File: src/hw/dprt_pkg.sv
package dprt_pkg;
	// bus and field widths
	localparam int ADDR_W = 12;
	localparam int DATA_W = 32;
	localparam int DSCP_W = 6;
	localparam int PRIO_W = 3;
	localparam int CNT_W  = 16;
	localparam int NUM_MAP = 11;
	localparam int NUM_CNT = 3;

	// register indices, byte address is four times the index
	localparam logic [9:0] IDX_REMAP_EN   = 10'h33E;
	localparam logic [9:0] IDX_MAP_08_09  = 10'h344;
	localparam logic [9:0] IDX_MAP_0A_0B  = 10'h345;
	localparam logic [9:0] IDX_MAP_0C_0D  = 10'h346;
	localparam logic [9:0] IDX_MAP_0E_0F  = 10'h347;
	localparam logic [9:0] IDX_MAP_10_11  = 10'h348;
	localparam logic [9:0] IDX_MAP_12_13  = 10'h349;
	localparam logic [9:0] IDX_MAP_14_15  = 10'h34A;
	localparam logic [9:0] IDX_MAP_16_17  = 10'h34B;
	localparam logic [9:0] IDX_MAP_18_19  = 10'h34C;
	localparam logic [9:0] IDX_MAP_1A_1B  = 10'h34D;
	localparam logic [9:0] IDX_MAP_1C_1D  = 10'h34E;
	localparam logic [9:0] IDX_LAST_LKP   = 10'h380;
	localparam logic [9:0] IDX_CNT_REMAP  = 10'h381;
	localparam logic [9:0] IDX_CNT_DIRECT = 10'h382;
	localparam logic [9:0] IDX_CNT_MISS   = 10'h383;

	// field layout and reset values
	localparam logic [7:0]  MAP_RST   = 8'h00;
	localparam logic [7:0]  MAP_MASK  = 8'h77;
	localparam int          HI_LSB    = 4;
	localparam int          LO_LSB    = 0;
	localparam int          EN_BIT    = 0;
	localparam logic        EN_RST    = 1'h0;
	localparam logic [CNT_W-1:0] CNT_RST = 16'h0000;
	localparam logic [CNT_W-1:0] CNT_MAX = 16'hFFFF;
	localparam logic [DSCP_W-1:0] DSCP_FIRST = 6'h08;
	localparam logic [DSCP_W-1:0] DSCP_LAST  = 6'h1D;

	typedef struct packed {
		logic              psel;
		logic              penable;
		logic              pwrite;
		logic [ADDR_W-1:0] paddr;
		logic [DATA_W-1:0] pwdata;
		logic [3:0]        pstrb;
	} dprt_apb_req_t;

	typedef struct packed {
		logic              valid;
		logic [DSCP_W-1:0] dscp;
	} dprt_lkp_req_t;

	typedef struct packed {
		logic              valid;
		logic [DSCP_W-1:0] dscp;
		logic [PRIO_W-1:0] prio;
		logic              remapped;
		logic              miss;
	} dprt_lkp_res_t;
endpackage

File: src/hw/dprt_remap_table.sv
`timescale 1ns/100ps
// What this block does
// - index 0x344 holds the priorities for codes 0x09 (bits 6:4) and 0x08 (bits 2:0), read-write.
// - index 0x345 holds the priorities for codes 0x0B (bits 6:4) and 0x0A (bits 2:0), read-write.
// - index 0x346 holds the priorities for codes 0x0D (bits 6:4) and 0x0C (bits 2:0), read-write.
// - index 0x347 holds the priorities for codes 0x0F (bits 6:4) and 0x0E (bits 2:0), read-write.
// - index 0x348 holds the priorities for codes 0x11 (bits 6:4) and 0x10 (bits 2:0), read-write.
// - index 0x349 holds the priorities for codes 0x13 (bits 6:4) and 0x12 (bits 2:0), read-write.
// - index 0x34A holds the priorities for codes 0x15 (bits 6:4) and 0x14 (bits 2:0), read-write.
// - index 0x34B holds the priorities for codes 0x17 (bits 6:4) and 0x16 (bits 2:0), read-write.
// - index 0x34C holds the priorities for codes 0x19 (bits 6:4) and 0x18 (bits 2:0), read-write.
// - index 0x34D holds the priorities for codes 0x1B (bits 6:4) and 0x1A (bits 2:0), read-write.
// - index 0x34E holds the priorities for codes 0x1D (bits 6:4) and 0x1C (bits 2:0), read-write.
// - table priorities are used only while the remap enable bit is set.
// - with remapping off the priority is code bits 5:3 and the table is ignored.
module dprt_remap_table (
	// clock, reset, enable
	input  wire logic                        pclk,
	input  wire logic                        presetn,
	input  wire logic                        ce,
	// apb slave
	input  wire dprt_pkg::dprt_apb_req_t     apb_req,
	output      logic [dprt_pkg::DATA_W-1:0] prdata,
	output      logic                        pready,
	output      logic                        pslverr,
	// classifier lookup
	input  wire dprt_pkg::dprt_lkp_req_t     lkp_req,
	output      dprt_pkg::dprt_lkp_res_t     lkp_res
);
	logic [dprt_pkg::NUM_MAP-1:0][7:0]   map_ff;
	logic                                remap_en_ff;
	logic [dprt_pkg::CNT_W-1:0]          cnt_ff [dprt_pkg::NUM_CNT];
	logic [dprt_pkg::NUM_CNT-1:0]        cnt_evt;
	logic [dprt_pkg::NUM_CNT-1:0]        cnt_clr;
	logic [13:0]                         last_ff;
	logic [9:0]                          idx;
	logic                                aligned;
	logic                                mapped;
	logic                                wr_fire;
	logic [dprt_pkg::DATA_W-1:0]         rd_data;

	assign idx     = apb_req.paddr[dprt_pkg::ADDR_W-1:2];
	assign aligned = apb_req.paddr[1:0] == 2'h0;

	dprt_apb_slave u_apb (
		.pclk    (pclk),
		.presetn (presetn),
		.ce      (ce),
		.req     (apb_req),
		.prdata  (prdata),
		.pready  (pready),
		.pslverr (pslverr),
		.rd_data (rd_data),
		.mapped  (mapped),
		.wr_fire (wr_fire)
	);

	// read decode; unmapped or misaligned reads zero with an error
	always_comb begin
		rd_data = '0;
		mapped  = aligned;
		if (idx == dprt_pkg::IDX_REMAP_EN) begin
			rd_data[dprt_pkg::EN_BIT] = remap_en_ff;
		end else if (idx == dprt_pkg::IDX_MAP_08_09) begin
			rd_data[7:0] = map_ff[0];
		end else if (idx == dprt_pkg::IDX_MAP_0A_0B) begin
			rd_data[7:0] = map_ff[1];
		end else if (idx == dprt_pkg::IDX_MAP_0C_0D) begin
			rd_data[7:0] = map_ff[2];
		end else if (idx == dprt_pkg::IDX_MAP_0E_0F) begin
			rd_data[7:0] = map_ff[3];
		end else if (idx == dprt_pkg::IDX_MAP_10_11) begin
			rd_data[7:0] = map_ff[4];
		end else if (idx == dprt_pkg::IDX_MAP_12_13) begin
			rd_data[7:0] = map_ff[5];
		end else if (idx == dprt_pkg::IDX_MAP_14_15) begin
			rd_data[7:0] = map_ff[6];
		end else if (idx == dprt_pkg::IDX_MAP_16_17) begin
			rd_data[7:0] = map_ff[7];
		end else if (idx == dprt_pkg::IDX_MAP_18_19) begin
			rd_data[7:0] = map_ff[8];
		end else if (idx == dprt_pkg::IDX_MAP_1A_1B) begin
			rd_data[7:0] = map_ff[9];
		end else if (idx == dprt_pkg::IDX_MAP_1C_1D) begin
			rd_data[7:0] = map_ff[10];
		end else if (idx == dprt_pkg::IDX_LAST_LKP) begin
			rd_data[13:0] = last_ff;
		end else if (idx == dprt_pkg::IDX_CNT_REMAP) begin
			rd_data[dprt_pkg::CNT_W-1:0] = cnt_ff[0];
		end else if (idx == dprt_pkg::IDX_CNT_DIRECT) begin
			rd_data[dprt_pkg::CNT_W-1:0] = cnt_ff[1];
		end else if (idx == dprt_pkg::IDX_CNT_MISS) begin
			rd_data[dprt_pkg::CNT_W-1:0] = cnt_ff[2];
		end else begin
			mapped = 1'b0;
		end
	end

	// priority table storage
	for (genvar i = 0; i < dprt_pkg::NUM_MAP; i++) begin : g_map
		always_ff @(posedge pclk or negedge presetn) begin
			if (!presetn) begin
				map_ff[i] <= dprt_pkg::MAP_RST;
			end else if (wr_fire && idx == dprt_pkg::IDX_MAP_08_09 + 10'(i)) begin
				map_ff[i] <= apb_req.pwdata[7:0] & dprt_pkg::MAP_MASK;
			end
		end
	end

	// remap enable
	always_ff @(posedge pclk or negedge presetn) begin
		if (!presetn) begin
			remap_en_ff <= dprt_pkg::EN_RST;
		end else if (wr_fire && idx == dprt_pkg::IDX_REMAP_EN) begin
			remap_en_ff <= apb_req.pwdata[dprt_pkg::EN_BIT];
		end
	end

	dprt_lookup #(
		.NUM_MAP (dprt_pkg::NUM_MAP)
	) u_lookup (
		.pclk       (pclk),
		.presetn    (presetn),
		.ce         (ce),
		.remap_en   (remap_en_ff),
		.table_regs (map_ff),
		.req        (lkp_req),
		.res        (lkp_res)
	);

	// last lookup: dscp 13:8, miss 4, remapped 3, prio 2:0
	always_ff @(posedge pclk or negedge presetn) begin
		if (!presetn) begin
			last_ff <= '0;
		end else if (ce && lkp_res.valid) begin
			last_ff <= {lkp_res.dscp, 3'h0, lkp_res.miss, lkp_res.remapped, lkp_res.prio};
		end
	end

	// lookup counters, saturating; a write clears, a same-cycle count restarts the counter at 1
	assign cnt_evt[0] = lkp_res.valid & lkp_res.remapped & ~lkp_res.miss;
	assign cnt_evt[1] = lkp_res.valid & ~lkp_res.remapped;
	assign cnt_evt[2] = lkp_res.valid & lkp_res.miss;
	assign cnt_clr[0] = wr_fire & (idx == dprt_pkg::IDX_CNT_REMAP);
	assign cnt_clr[1] = wr_fire & (idx == dprt_pkg::IDX_CNT_DIRECT);
	assign cnt_clr[2] = wr_fire & (idx == dprt_pkg::IDX_CNT_MISS);

	for (genvar c = 0; c < dprt_pkg::NUM_CNT; c++) begin : g_cnt
		always_ff @(posedge pclk or negedge presetn) begin
			if (!presetn) begin
				cnt_ff[c] <= dprt_pkg::CNT_RST;
			end else if (ce) begin
				if (cnt_clr[c]) begin
					cnt_ff[c] <= cnt_evt[c] ? 16'h0001 : dprt_pkg::CNT_RST;
				end else if (cnt_evt[c] && cnt_ff[c] != dprt_pkg::CNT_MAX) begin
					cnt_ff[c] <= cnt_ff[c] + 16'h0001;
				end
			end
		end
	end
endmodule

File: src/hw/dprt_apb_slave.sv
`timescale 1ns/100ps
module dprt_apb_slave (
	// clock and reset
	input  wire logic                        pclk,
	input  wire logic                        presetn,
	input  wire logic                        ce,
	// bus side
	input  wire dprt_pkg::dprt_apb_req_t     req,
	output      logic [dprt_pkg::DATA_W-1:0] prdata,
	output      logic                        pready,
	output      logic                        pslverr,
	// register file side
	input  wire logic [dprt_pkg::DATA_W-1:0] rd_data,
	input  wire logic                        mapped,
	output      logic                        wr_fire
);
	logic access;

	assign access  = req.psel & req.penable;
	// write lands on the completing edge only
	assign wr_fire = ce & access & pready & req.pwrite & mapped & req.pstrb[0];

	// one wait state, answer registered
	always_ff @(posedge pclk or negedge presetn) begin
		if (!presetn) begin
			pready  <= 1'b0;
			pslverr <= 1'b0;
			prdata  <= '0;
		end else if (ce) begin
			if (access && !pready) begin
				pready  <= 1'b1;
				pslverr <= ~mapped;
				prdata  <= (req.pwrite || !mapped) ? '0 : rd_data;
			end else begin
				pready  <= 1'b0;
				pslverr <= 1'b0;
			end
		end
	end
endmodule

File: src/hw/dprt_lookup.sv
`timescale 1ns/100ps
module dprt_lookup #(
	parameter int NUM_MAP = dprt_pkg::NUM_MAP
) (
	// clock and reset
	input  wire logic                       pclk,
	input  wire logic                       presetn,
	input  wire logic                       ce,
	// table and mode
	input  wire logic                       remap_en,
	input  wire logic [NUM_MAP-1:0][7:0]    table_regs,
	// classifier side
	input  wire dprt_pkg::dprt_lkp_req_t    req,
	output      dprt_pkg::dprt_lkp_res_t    res
);
	logic [4:0]                  pair;
	logic [4:0]                  slot;
	logic                        in_slice;
	logic [7:0]                  entry;
	logic [dprt_pkg::PRIO_W-1:0] pick;

	always_comb begin
		pair     = req.dscp[dprt_pkg::DSCP_W-1:1];
		slot     = pair - dprt_pkg::DSCP_FIRST[dprt_pkg::DSCP_W-1:1];
		in_slice = (req.dscp >= dprt_pkg::DSCP_FIRST) && (req.dscp <= dprt_pkg::DSCP_LAST);
		entry    = 8'h00;
		if (in_slice && slot < 5'(NUM_MAP)) begin
			entry = table_regs[slot[3:0]];
		end
		pick = req.dscp[0] ? entry[dprt_pkg::HI_LSB +: dprt_pkg::PRIO_W]
		                   : entry[dprt_pkg::LO_LSB +: dprt_pkg::PRIO_W];
	end

	always_ff @(posedge pclk or negedge presetn) begin
		if (!presetn) begin
			res <= '0;
		end else if (ce) begin
			res.valid <= req.valid;
			if (req.valid) begin
				res.dscp <= req.dscp;
				if (remap_en) begin
					res.prio     <= pick;
					res.remapped <= 1'b1;
					res.miss     <= ~in_slice;
				end else begin
					res.prio     <= req.dscp[5:3];
					res.remapped <= 1'b0;
					res.miss     <= 1'b0;
				end
			end
		end
	end
endmodule

File: config.mk
export PLATFORM = sky130hd
export DESIGN_NAME = dprt_remap_table
export DESIGN_NICKNAME = d
export VERILOG_FILES = /design/src/hw/dprt_pkg.sv /design/src/hw/dprt_remap_table.sv /design/src/hw/dprt_apb_slave.sv /design/src/hw/dprt_lookup.sv
export SDC_FILE = /design/constraint.sdc
export NUM_CORES = 1
export LEC_CHECK = 0
export BUFFER_PORTS_ARGS = -buffer_cell sky130_fd_sc_hd__buf_2
export CELL_PAD_IN_SITES_DETAIL_PLACEMENT = 1
export CELL_PAD_IN_SITES_GLOBAL_PLACEMENT = 2
export CORE_ASPECT_RATIO = 1.4
export CORE_UTILIZATION = 38
export CTS_CLUSTER_DIAMETER = 150
export CTS_CLUSTER_SIZE = 16
export DETAILED_ROUTE_END_ITERATION = 16
export PLACE_DENSITY = 0.92
export SETUP_SLACK_MARGIN = 0.05
export SYNTH_ARGS = -nofsm -noshare
export SYNTH_HDL_FRONTEND = slang
export SYNTH_SLANG_ARGS = --single-unit
File: constraint.sdc
create_clock -name pclk -period 2.71 [get_ports pclk]
set_input_delay 0.1355 -clock pclk [delete_from_list [all_inputs] [get_ports pclk]]
set_output_delay 0.1355 -clock pclk [all_outputs]
set_load 0.01 [all_outputs]
**Word-level counts from Yosys, hierarchy flattened**

Index checks and enable logic that the tools add are counted.
Widths: inputs -> output; s select.

- Bits in registers: 172
- Input port bits: 61
- Output and inout port bits: 46
- Word-level logic and storage cells: 161

- Add/sub/neg operators: 4
- Magnitude comparators: 4
- Eq/ne operators: 19
- Multiplexer cells: 62
- Bitwise operators: 17
- Reductions and logical operators: 31

Operators with widths:

| kind | number |
|---|---|
| $mux 8 | 22 |
| $eq 10x10->1 const B | 16 |
| $mux 16 | 10 |
| $add 16x1->16 const B | 3 |
| $ne 16x16->1 const B | 3 |
| $bmux 8 s4 | 1 |
| $mux 1 | 22 |
| $logic_and 1x1->1 | 19 |
| $mux 15 | 1 |
| $mux 14 | 1 |
| $mux 7 | 2 |
| $and 1x1->1 | 13 |
| $reduce_and 2->1 | 5 |
| $ge 6x4->1 const B | 1 |
| $le 6x5->1 const B | 1 |
| $reduce_bool 2->1 | 3 |
| $lt 4x5->1 const B | 1 |
| $lt 5x4->1 const B | 1 |
| $mux 5 | 1 |
| $sub 5x3->5 const B | 1 |
| $not 1->1 | 4 |
| $mux 3 | 1 |
| $logic_not 1->1 | 2 |
| $logic_not 2->1 | 1 |
| 2 further kinds | 2 |

**Depth between registers and ports, before layout**

- Depth after elaboration: 22
- Depth in mapped cells: 9
- Mapped depth without buffers: 8

**Hierarchy**

Synthesis repeated with hierarchy kept, for this count alone.

- Cells, all modules: 979
- Area, all modules: 10153.5 um2

By module, submodules not included:

| module | times used | cells an instance | area each (um2) | seq. area each (um2) |
|---|---|---|---|---|
| dprt_remap_table | 1 | 738 | 7248.2 | 3153.0 |
| dprt_apb_slave | 1 | 116 | 1740.4 | 850.8 |
| dprt_lookup | 1 | 125 | 1164.9 | 300.3 |

**Worst setup path after synthesis**

OpenSTA, ideal clock, no wires.

- Kind: reg-to-reg
- Start point: register cnt_ff[0] (netlist name)
- End point: register cnt_ff[7] (netlist name)
- Setup time: 0.121 ns
- Arrival: 1.955 ns
- Data required time: 2.589 ns
- Slack: 0.633 ns
- Cell stages (with the launch flop): 8
- Path buffers: 0
- Clock period less this slack: 2.077 ns
- Path through: dfrtp_1 -> ha_1 -> nand3_1 -> nor2_1 -> a2111oi_1 -> nand3_1 -> xor2_1 -> nor2_1

- Word-level cells in the longest chain between the ends: 4
- Elaborated cells on any way between the ends: 7
- Classes of those cells: 1 x add/sub; 1 x eq/ne; 2 x mux; 3 x reduce/logical

RTL lines:

| what | RTL line | source |
|---|---|---|
| from (decl) | dprt_remap_table.sv:32 | `logic [dprt_pkg::CNT_W-1:0] cnt_ff [dprt_pkg::NUM_CNT];` |
| from (signal, indexed assignment) | dprt_remap_table.sv:151 | `cnt_ff[c] <= dprt_pkg::CNT_RST;` |
| from (signal, indexed assignment) | dprt_remap_table.sv:154 | `cnt_ff[c] <= cnt_evt[c] ? 16'h0001 : dprt_pkg::CNT_RST;` |
| from (signal, indexed assignment) | dprt_remap_table.sv:156 | `cnt_ff[c] <= cnt_ff[c] + 16'h0001;` |
| branches (longest 4 deep; another with $add 16x1->16) | - |  |

Parallel ways; which one is timed is not known. The select of a mux whose other input is x is not followed.
A chain may end at the register's enable or synchronous reset.

**Worst setup path in the final report**

- Start point: register cnt_ff[0] (netlist name)
- End point: register cnt_ff[14] (netlist name)

The elaborated chain is that of the path after synthesis.

==> impl_metrics.env <==
export IMPL_run_status="completed"
export IMPL_final_setup_skew_ns=0.00813
export IMPL_vias_per_cell=5.90
export IMPL_floorplan_die_area_sq_um=23600
export IMPL_final_layout_size_suffix_gt1_share_pct=26.8
export IMPL_power_per_cell_area_nw_per_um2=542
export IMPL_remaining_drc_errors=0
export IMPL_synth_simple_gate_area_share_pct=18.0
export IMPL_worst_case_setup_margin_in_the_final_layout_ns=0.248
export IMPL_power_leakage_nw=4.63
export IMPL_critPathBufInv=0
export IMPL_place_gp_congestion=0.970
export IMPL_ios=107
export IMPL_grt_first_pass_wirelength_mm=45.0
export IMPL_ys_warnings_count=0
export IMPL_h_tree_depth=4
export IMPL_place_ws_ns=0.292
export IMPL_n_antenna_cell=0
export IMPL_synth_area_top_cells="sky130_fd_sc_hd__dfrtp_1 (45%), sky130_fd_sc_hd__mux2_2 (9.8%), sky130_fd_sc_hd__mux4_2 (5.4%)"
export IMPL_post_synth_mux_area_share_pct=17.4
export IMPL_wire_length_per_cell_after_detailed_routing_um=23.5
export IMPL_unrepaired_setup_endpoints_after_global_routing="no"
export IMPL_cts_repair_resize_count=0
export IMPL_critical_path_class="reg2reg"
export IMPL_placement_io_buffers=61
export IMPL_critical_path_max_stage_delay_ns=1.00
export IMPL_cts_root_buffer_cell="sky130_fd_sc_hd__clkbuf_16"
export IMPL_synth_adder_area_share_pct=0.572
export IMPL_synthDistinctLibCells=68
export IMPL_syn_avg_cell_area_sq_um=10.5
export IMPL_core_rows=65
export IMPL_pin_count_of_the_biggest_net_entering_global_routing=60
export IMPL_grt_util_met3_pct=4.48
export IMPL_first_global_vias=7688
export IMPL_worst_vdd_rail_ir_drop_mv=0.446
export IMPL_finalCritPeriodShare_pct=90.9
export IMPL_synth_compound_area_share_pct=10.7
export IMPL_dr_total_vias=7211
export IMPL_proportion_of_synthesized_chip_area_in_sequential_cells_pct=44.6
export IMPL_timing_hold_worst_class="in2reg"
export IMPL_cp_end_kind="register"
export IMPL_route_antenna_remaining_nets=0
export IMPL_final_net_count=973
export IMPL_die_width_um=130
export IMPL_tritoncts="yes"
export IMPL_slew_limit_headroom_pct=25.3
export IMPL_grt_util_met2_pct=44.5
export IMPL_area_growth_pct=15.5
export IMPL_worst_setup_path_start_kind="register"
export IMPL_groute_layer_met1_usage_pct=29.3
export IMPL_finalWirelength_mm=28.7
export IMPL_synth_area_leader_cell="sky130_fd_sc_hd__dfrtp_1"
export IMPL_post_synth_instance_area_sq_um=8740
export IMPL_cts_made_buffers=17
export IMPL_first_pass_iters=6
export IMPL_cell_type_group_with_the_largest_total_delay_on_the_critical_path="compound AO/OA/AOI/OAI gates"
export IMPL_drt_initial_drc_count=576
export IMPL_grtUsageTotal_pct=25.8
export IMPL_yosys_area_top_type_share_pct=44.6
export IMPL_actual_transition_at_the_worst_max_transition_pin_ns=1.12
export IMPL_finalSetupTns_ns=0
export IMPL_postSynth_asyncResetShare_pct=100
export IMPL_numClockSinks=156
export IMPL_ys_dominant_reg_cell="sky130_fd_sc_hd__dfrtp_1"
export IMPL_grt_antenna_before_repair=0
export IMPL_number_of_synthesized_register_bits=156
export IMPL_fin_util_pct=44.8
export IMPL_cts_root_to_sink_buffers=2
export IMPL_report_final_setup_viol=0
export IMPL_finish_instance_area_sq_um=10100
export IMPL_crit_fanout=5
export IMPL_yosys_area_share_xor_xnor_pct=4.41
export IMPL_combinational_family_with_the_most_area_after_synthesis="simple AND/OR/NAND/NOR gates"
export IMPL_grt_remaining_overflow=0
export IMPL_final_hold_viol_count=0
export IMPL_effective_utilization_at_floorplan_pct=38.8
export IMPL_number_of_enable_flip_flop_cells_after_synthesis=0
export IMPL_cap_viol_max_count=0
export IMPL_clkSlewWorstSetupHoldPaths_ns=0.07
export IMPL_core_sq_um=22500
export IMPL_die_h_um=181
export IMPL_timing_max_transition_violations_final=0
export IMPL_period_needed_ns=2.46
export IMPL_cp_required_ns=3.04
export IMPL_insertion_delay_to_the_later_sink_of_the_worst_skew_pair_ns=0.44
export IMPL_dpl_instance_area_sq_um=9480
export IMPL_critical_path_slowest_cell="sky130_fd_sc_hd__a2111oi_1"
export IMPL_post_dp_hpwl_mm=21.0
export IMPL_grt_busiest_layer="met2"
export IMPL_postSynthCellCount=835
export IMPL_fmax_mhz=406
export IMPL_cell_by_cell_listing_of_the_critical_path="ha_1, nand3_1, nor2_1, a2111oi_1, nand3_1, xor2_1, nor2_1"
export IMPL_cp_arrival_ns=2.79
-- flip-flops by register name, indices dropped and copies added (netlist names) --
signal	cells
u_lookup.res	12
u_apb.prdata	16
last_ff	11
map_ff	66
u_apb.pready	1
u_apb.pslverr	1
cnt_ff	48
remap_en_ff	1
-- final timing paths --
check,cells after the start,slack (ns),startpoint,to
worst min register to register,1,0.48,u_apb.prdata[3],u_apb.prdata[3]
min in group asynchronous,2,0.23,presetn,map_ff[29]
worst min-delay path,3,0.002,apb_req[37],u_apb.pslverr
worst max-delay path,7,0.25,cnt_ff[0],cnt_ff[14]
max in group asynchronous,3,1.72,presetn,map_ff[32]
worst max register to register,7,0.25,cnt_ff[0],cnt_ff[14]
-- synthesized netlist by cell type, types with 3 or more instances --
| cell | count |
|---|---|
| sky130_fd_sc_hd__a32oi_1 | 5 |
| sky130_fd_sc_hd__clkbuf_1 | 30 |
| sky130_fd_sc_hd__o22ai_1 | 11 |
| sky130_fd_sc_hd__a222oi_1 | 11 |
| sky130_fd_sc_hd__inv_1 | 15 |
| sky130_fd_sc_hd__ha_1 | 4 |
| sky130_fd_sc_hd__a21oi_1 | 23 |
| sky130_fd_sc_hd__mux4_2 | 21 |
| sky130_fd_sc_hd__dfrtp_1 | 156 |
| sky130_fd_sc_hd__xor2_1 | 33 |
| sky130_fd_sc_hd__and4_1 | 9 |
| sky130_fd_sc_hd__mux2_2 | 76 |
| sky130_fd_sc_hd__or3_1 | 3 |
| sky130_fd_sc_hd__nand3_1 | 38 |
| sky130_fd_sc_hd__a22oi_1 | 10 |
| sky130_fd_sc_hd__o31ai_1 | 3 |
| sky130_fd_sc_hd__buf_2 | 10 |
| sky130_fd_sc_hd__mux2i_1 | 10 |
| sky130_fd_sc_hd__buf_4 | 17 |
| sky130_fd_sc_hd__xnor2_1 | 11 |
| sky130_fd_sc_hd__and3_1 | 10 |
| sky130_fd_sc_hd__nand2b_1 | 7 |
| sky130_fd_sc_hd__mux2_4 | 6 |
| sky130_fd_sc_hd__nor2b_1 | 11 |
| sky130_fd_sc_hd__nand2_1 | 80 |
| sky130_fd_sc_hd__a211oi_1 | 9 |
| sky130_fd_sc_hd__o21ai_0 | 29 |
| sky130_fd_sc_hd__o211ai_1 | 4 |
| sky130_fd_sc_hd__a31oi_1 | 5 |
| sky130_fd_sc_hd__and2_1 | 8 |
| sky130_fd_sc_hd__a21o_1 | 7 |
| sky130_fd_sc_hd__nor4_1 | 4 |
| sky130_fd_sc_hd__nor3_1 | 19 |
| sky130_fd_sc_hd__nor2_1 | 76 |
| sky130_fd_sc_hd__nand4_1 | 18 |
-- per-stage QoR --
stage | total power, mW | hold slack [ns] | instances
global placement | 3.03 | 0.140 | 1188
finish | 5.47 | 0.00166 | 1222
detailed placement | 3.05 | 0.141 | 1188
floorplan | 2.83 | -0.160 | 850
CTS | 5.50 | 0.00216 | 1222
global route | 5.66 | 0.0167 | 1222
-- worst register-to-register path, stage by stage (launching register included) --
cell	delay [ns]
sky130_fd_sc_hd__dfrtp_1	0.45
sky130_fd_sc_hd__ha_1	0.28
sky130_fd_sc_hd__nand3_1	0.10
sky130_fd_sc_hd__nor2_1	0.06
sky130_fd_sc_hd__a2111oi_1	1.00
sky130_fd_sc_hd__nand3_1	0.20
sky130_fd_sc_hd__xor2_1	0.21
sky130_fd_sc_hd__nor2_1	0.05
-- cells in the final DEF (no fill, tap or decap), types with 15 or more instances in the layout --
master / synthesis / final
sky130_fd_sc_hd__clkbuf_16: 0 / 17
sky130_fd_sc_hd__inv_1: 15 / 15
sky130_fd_sc_hd__buf_4: 17 / 36
sky130_fd_sc_hd__a21oi_1: 23 / 23
sky130_fd_sc_hd__nand2_1: 80 / 80
sky130_fd_sc_hd__nand4_1: 18 / 18
sky130_fd_sc_hd__buf_2: 10 / 60
sky130_fd_sc_hd__xor2_1: 33 / 33
sky130_fd_sc_hd__nand3_1: 38 / 38
sky130_fd_sc_hd__conb_1: 1 / 16
sky130_fd_sc_hd__nor3_1: 19 / 18
sky130_fd_sc_hd__nor2_1: 76 / 76
sky130_fd_sc_hd__o21ai_0: 29 / 29
sky130_fd_sc_hd__dfrtp_1: 156 / 156
sky130_fd_sc_hd__mux2_2: 76 / 76
sky130_fd_sc_hd__mux4_2: 21 / 21
-- cell type report --
type,count,area [sq um]
well taps,301,377
fillers,2507,12400
repair buffers,100,622
inverters,15,56.3
flip-flops and latches,156,3900
multi-input cells,618,4540
clock inverters,15,178
clock buffers,17,425
-- per-layer routing --
metal  share of wire (%)  routed length (um)
met1                  38               10800
met2                  51               14700
met3                 5.2                1480
met4                 6.0                1720
met5                   0                   0
-- what timing repair did --
item	CTS	global route
hold buffers	2	0
buffers inserted	0	0
setup endpoints to repair	0	0
endpoints found under the hold margin	57	0
-- logic make-up (layout without fill, tap and decap cells) --
family                     Yosys count  after routing
xor gates and xnor gates            44             44
and+or+nand+nor                    304            304
muxes                              113            113
other                                1             16
AOI/OAI and AO/OA                  137            137
DFF                                156            156
buffers and inverters               76            147
adders and majority gates            4              4
-- power breakdown --
group          internal, mW  switching, mW
Sequential             2.42         0.0969
Combinational         0.193          0.306
Clock                  1.32           1.14
Total                  3.93           1.54
Power figures use the tool's default switching activity.
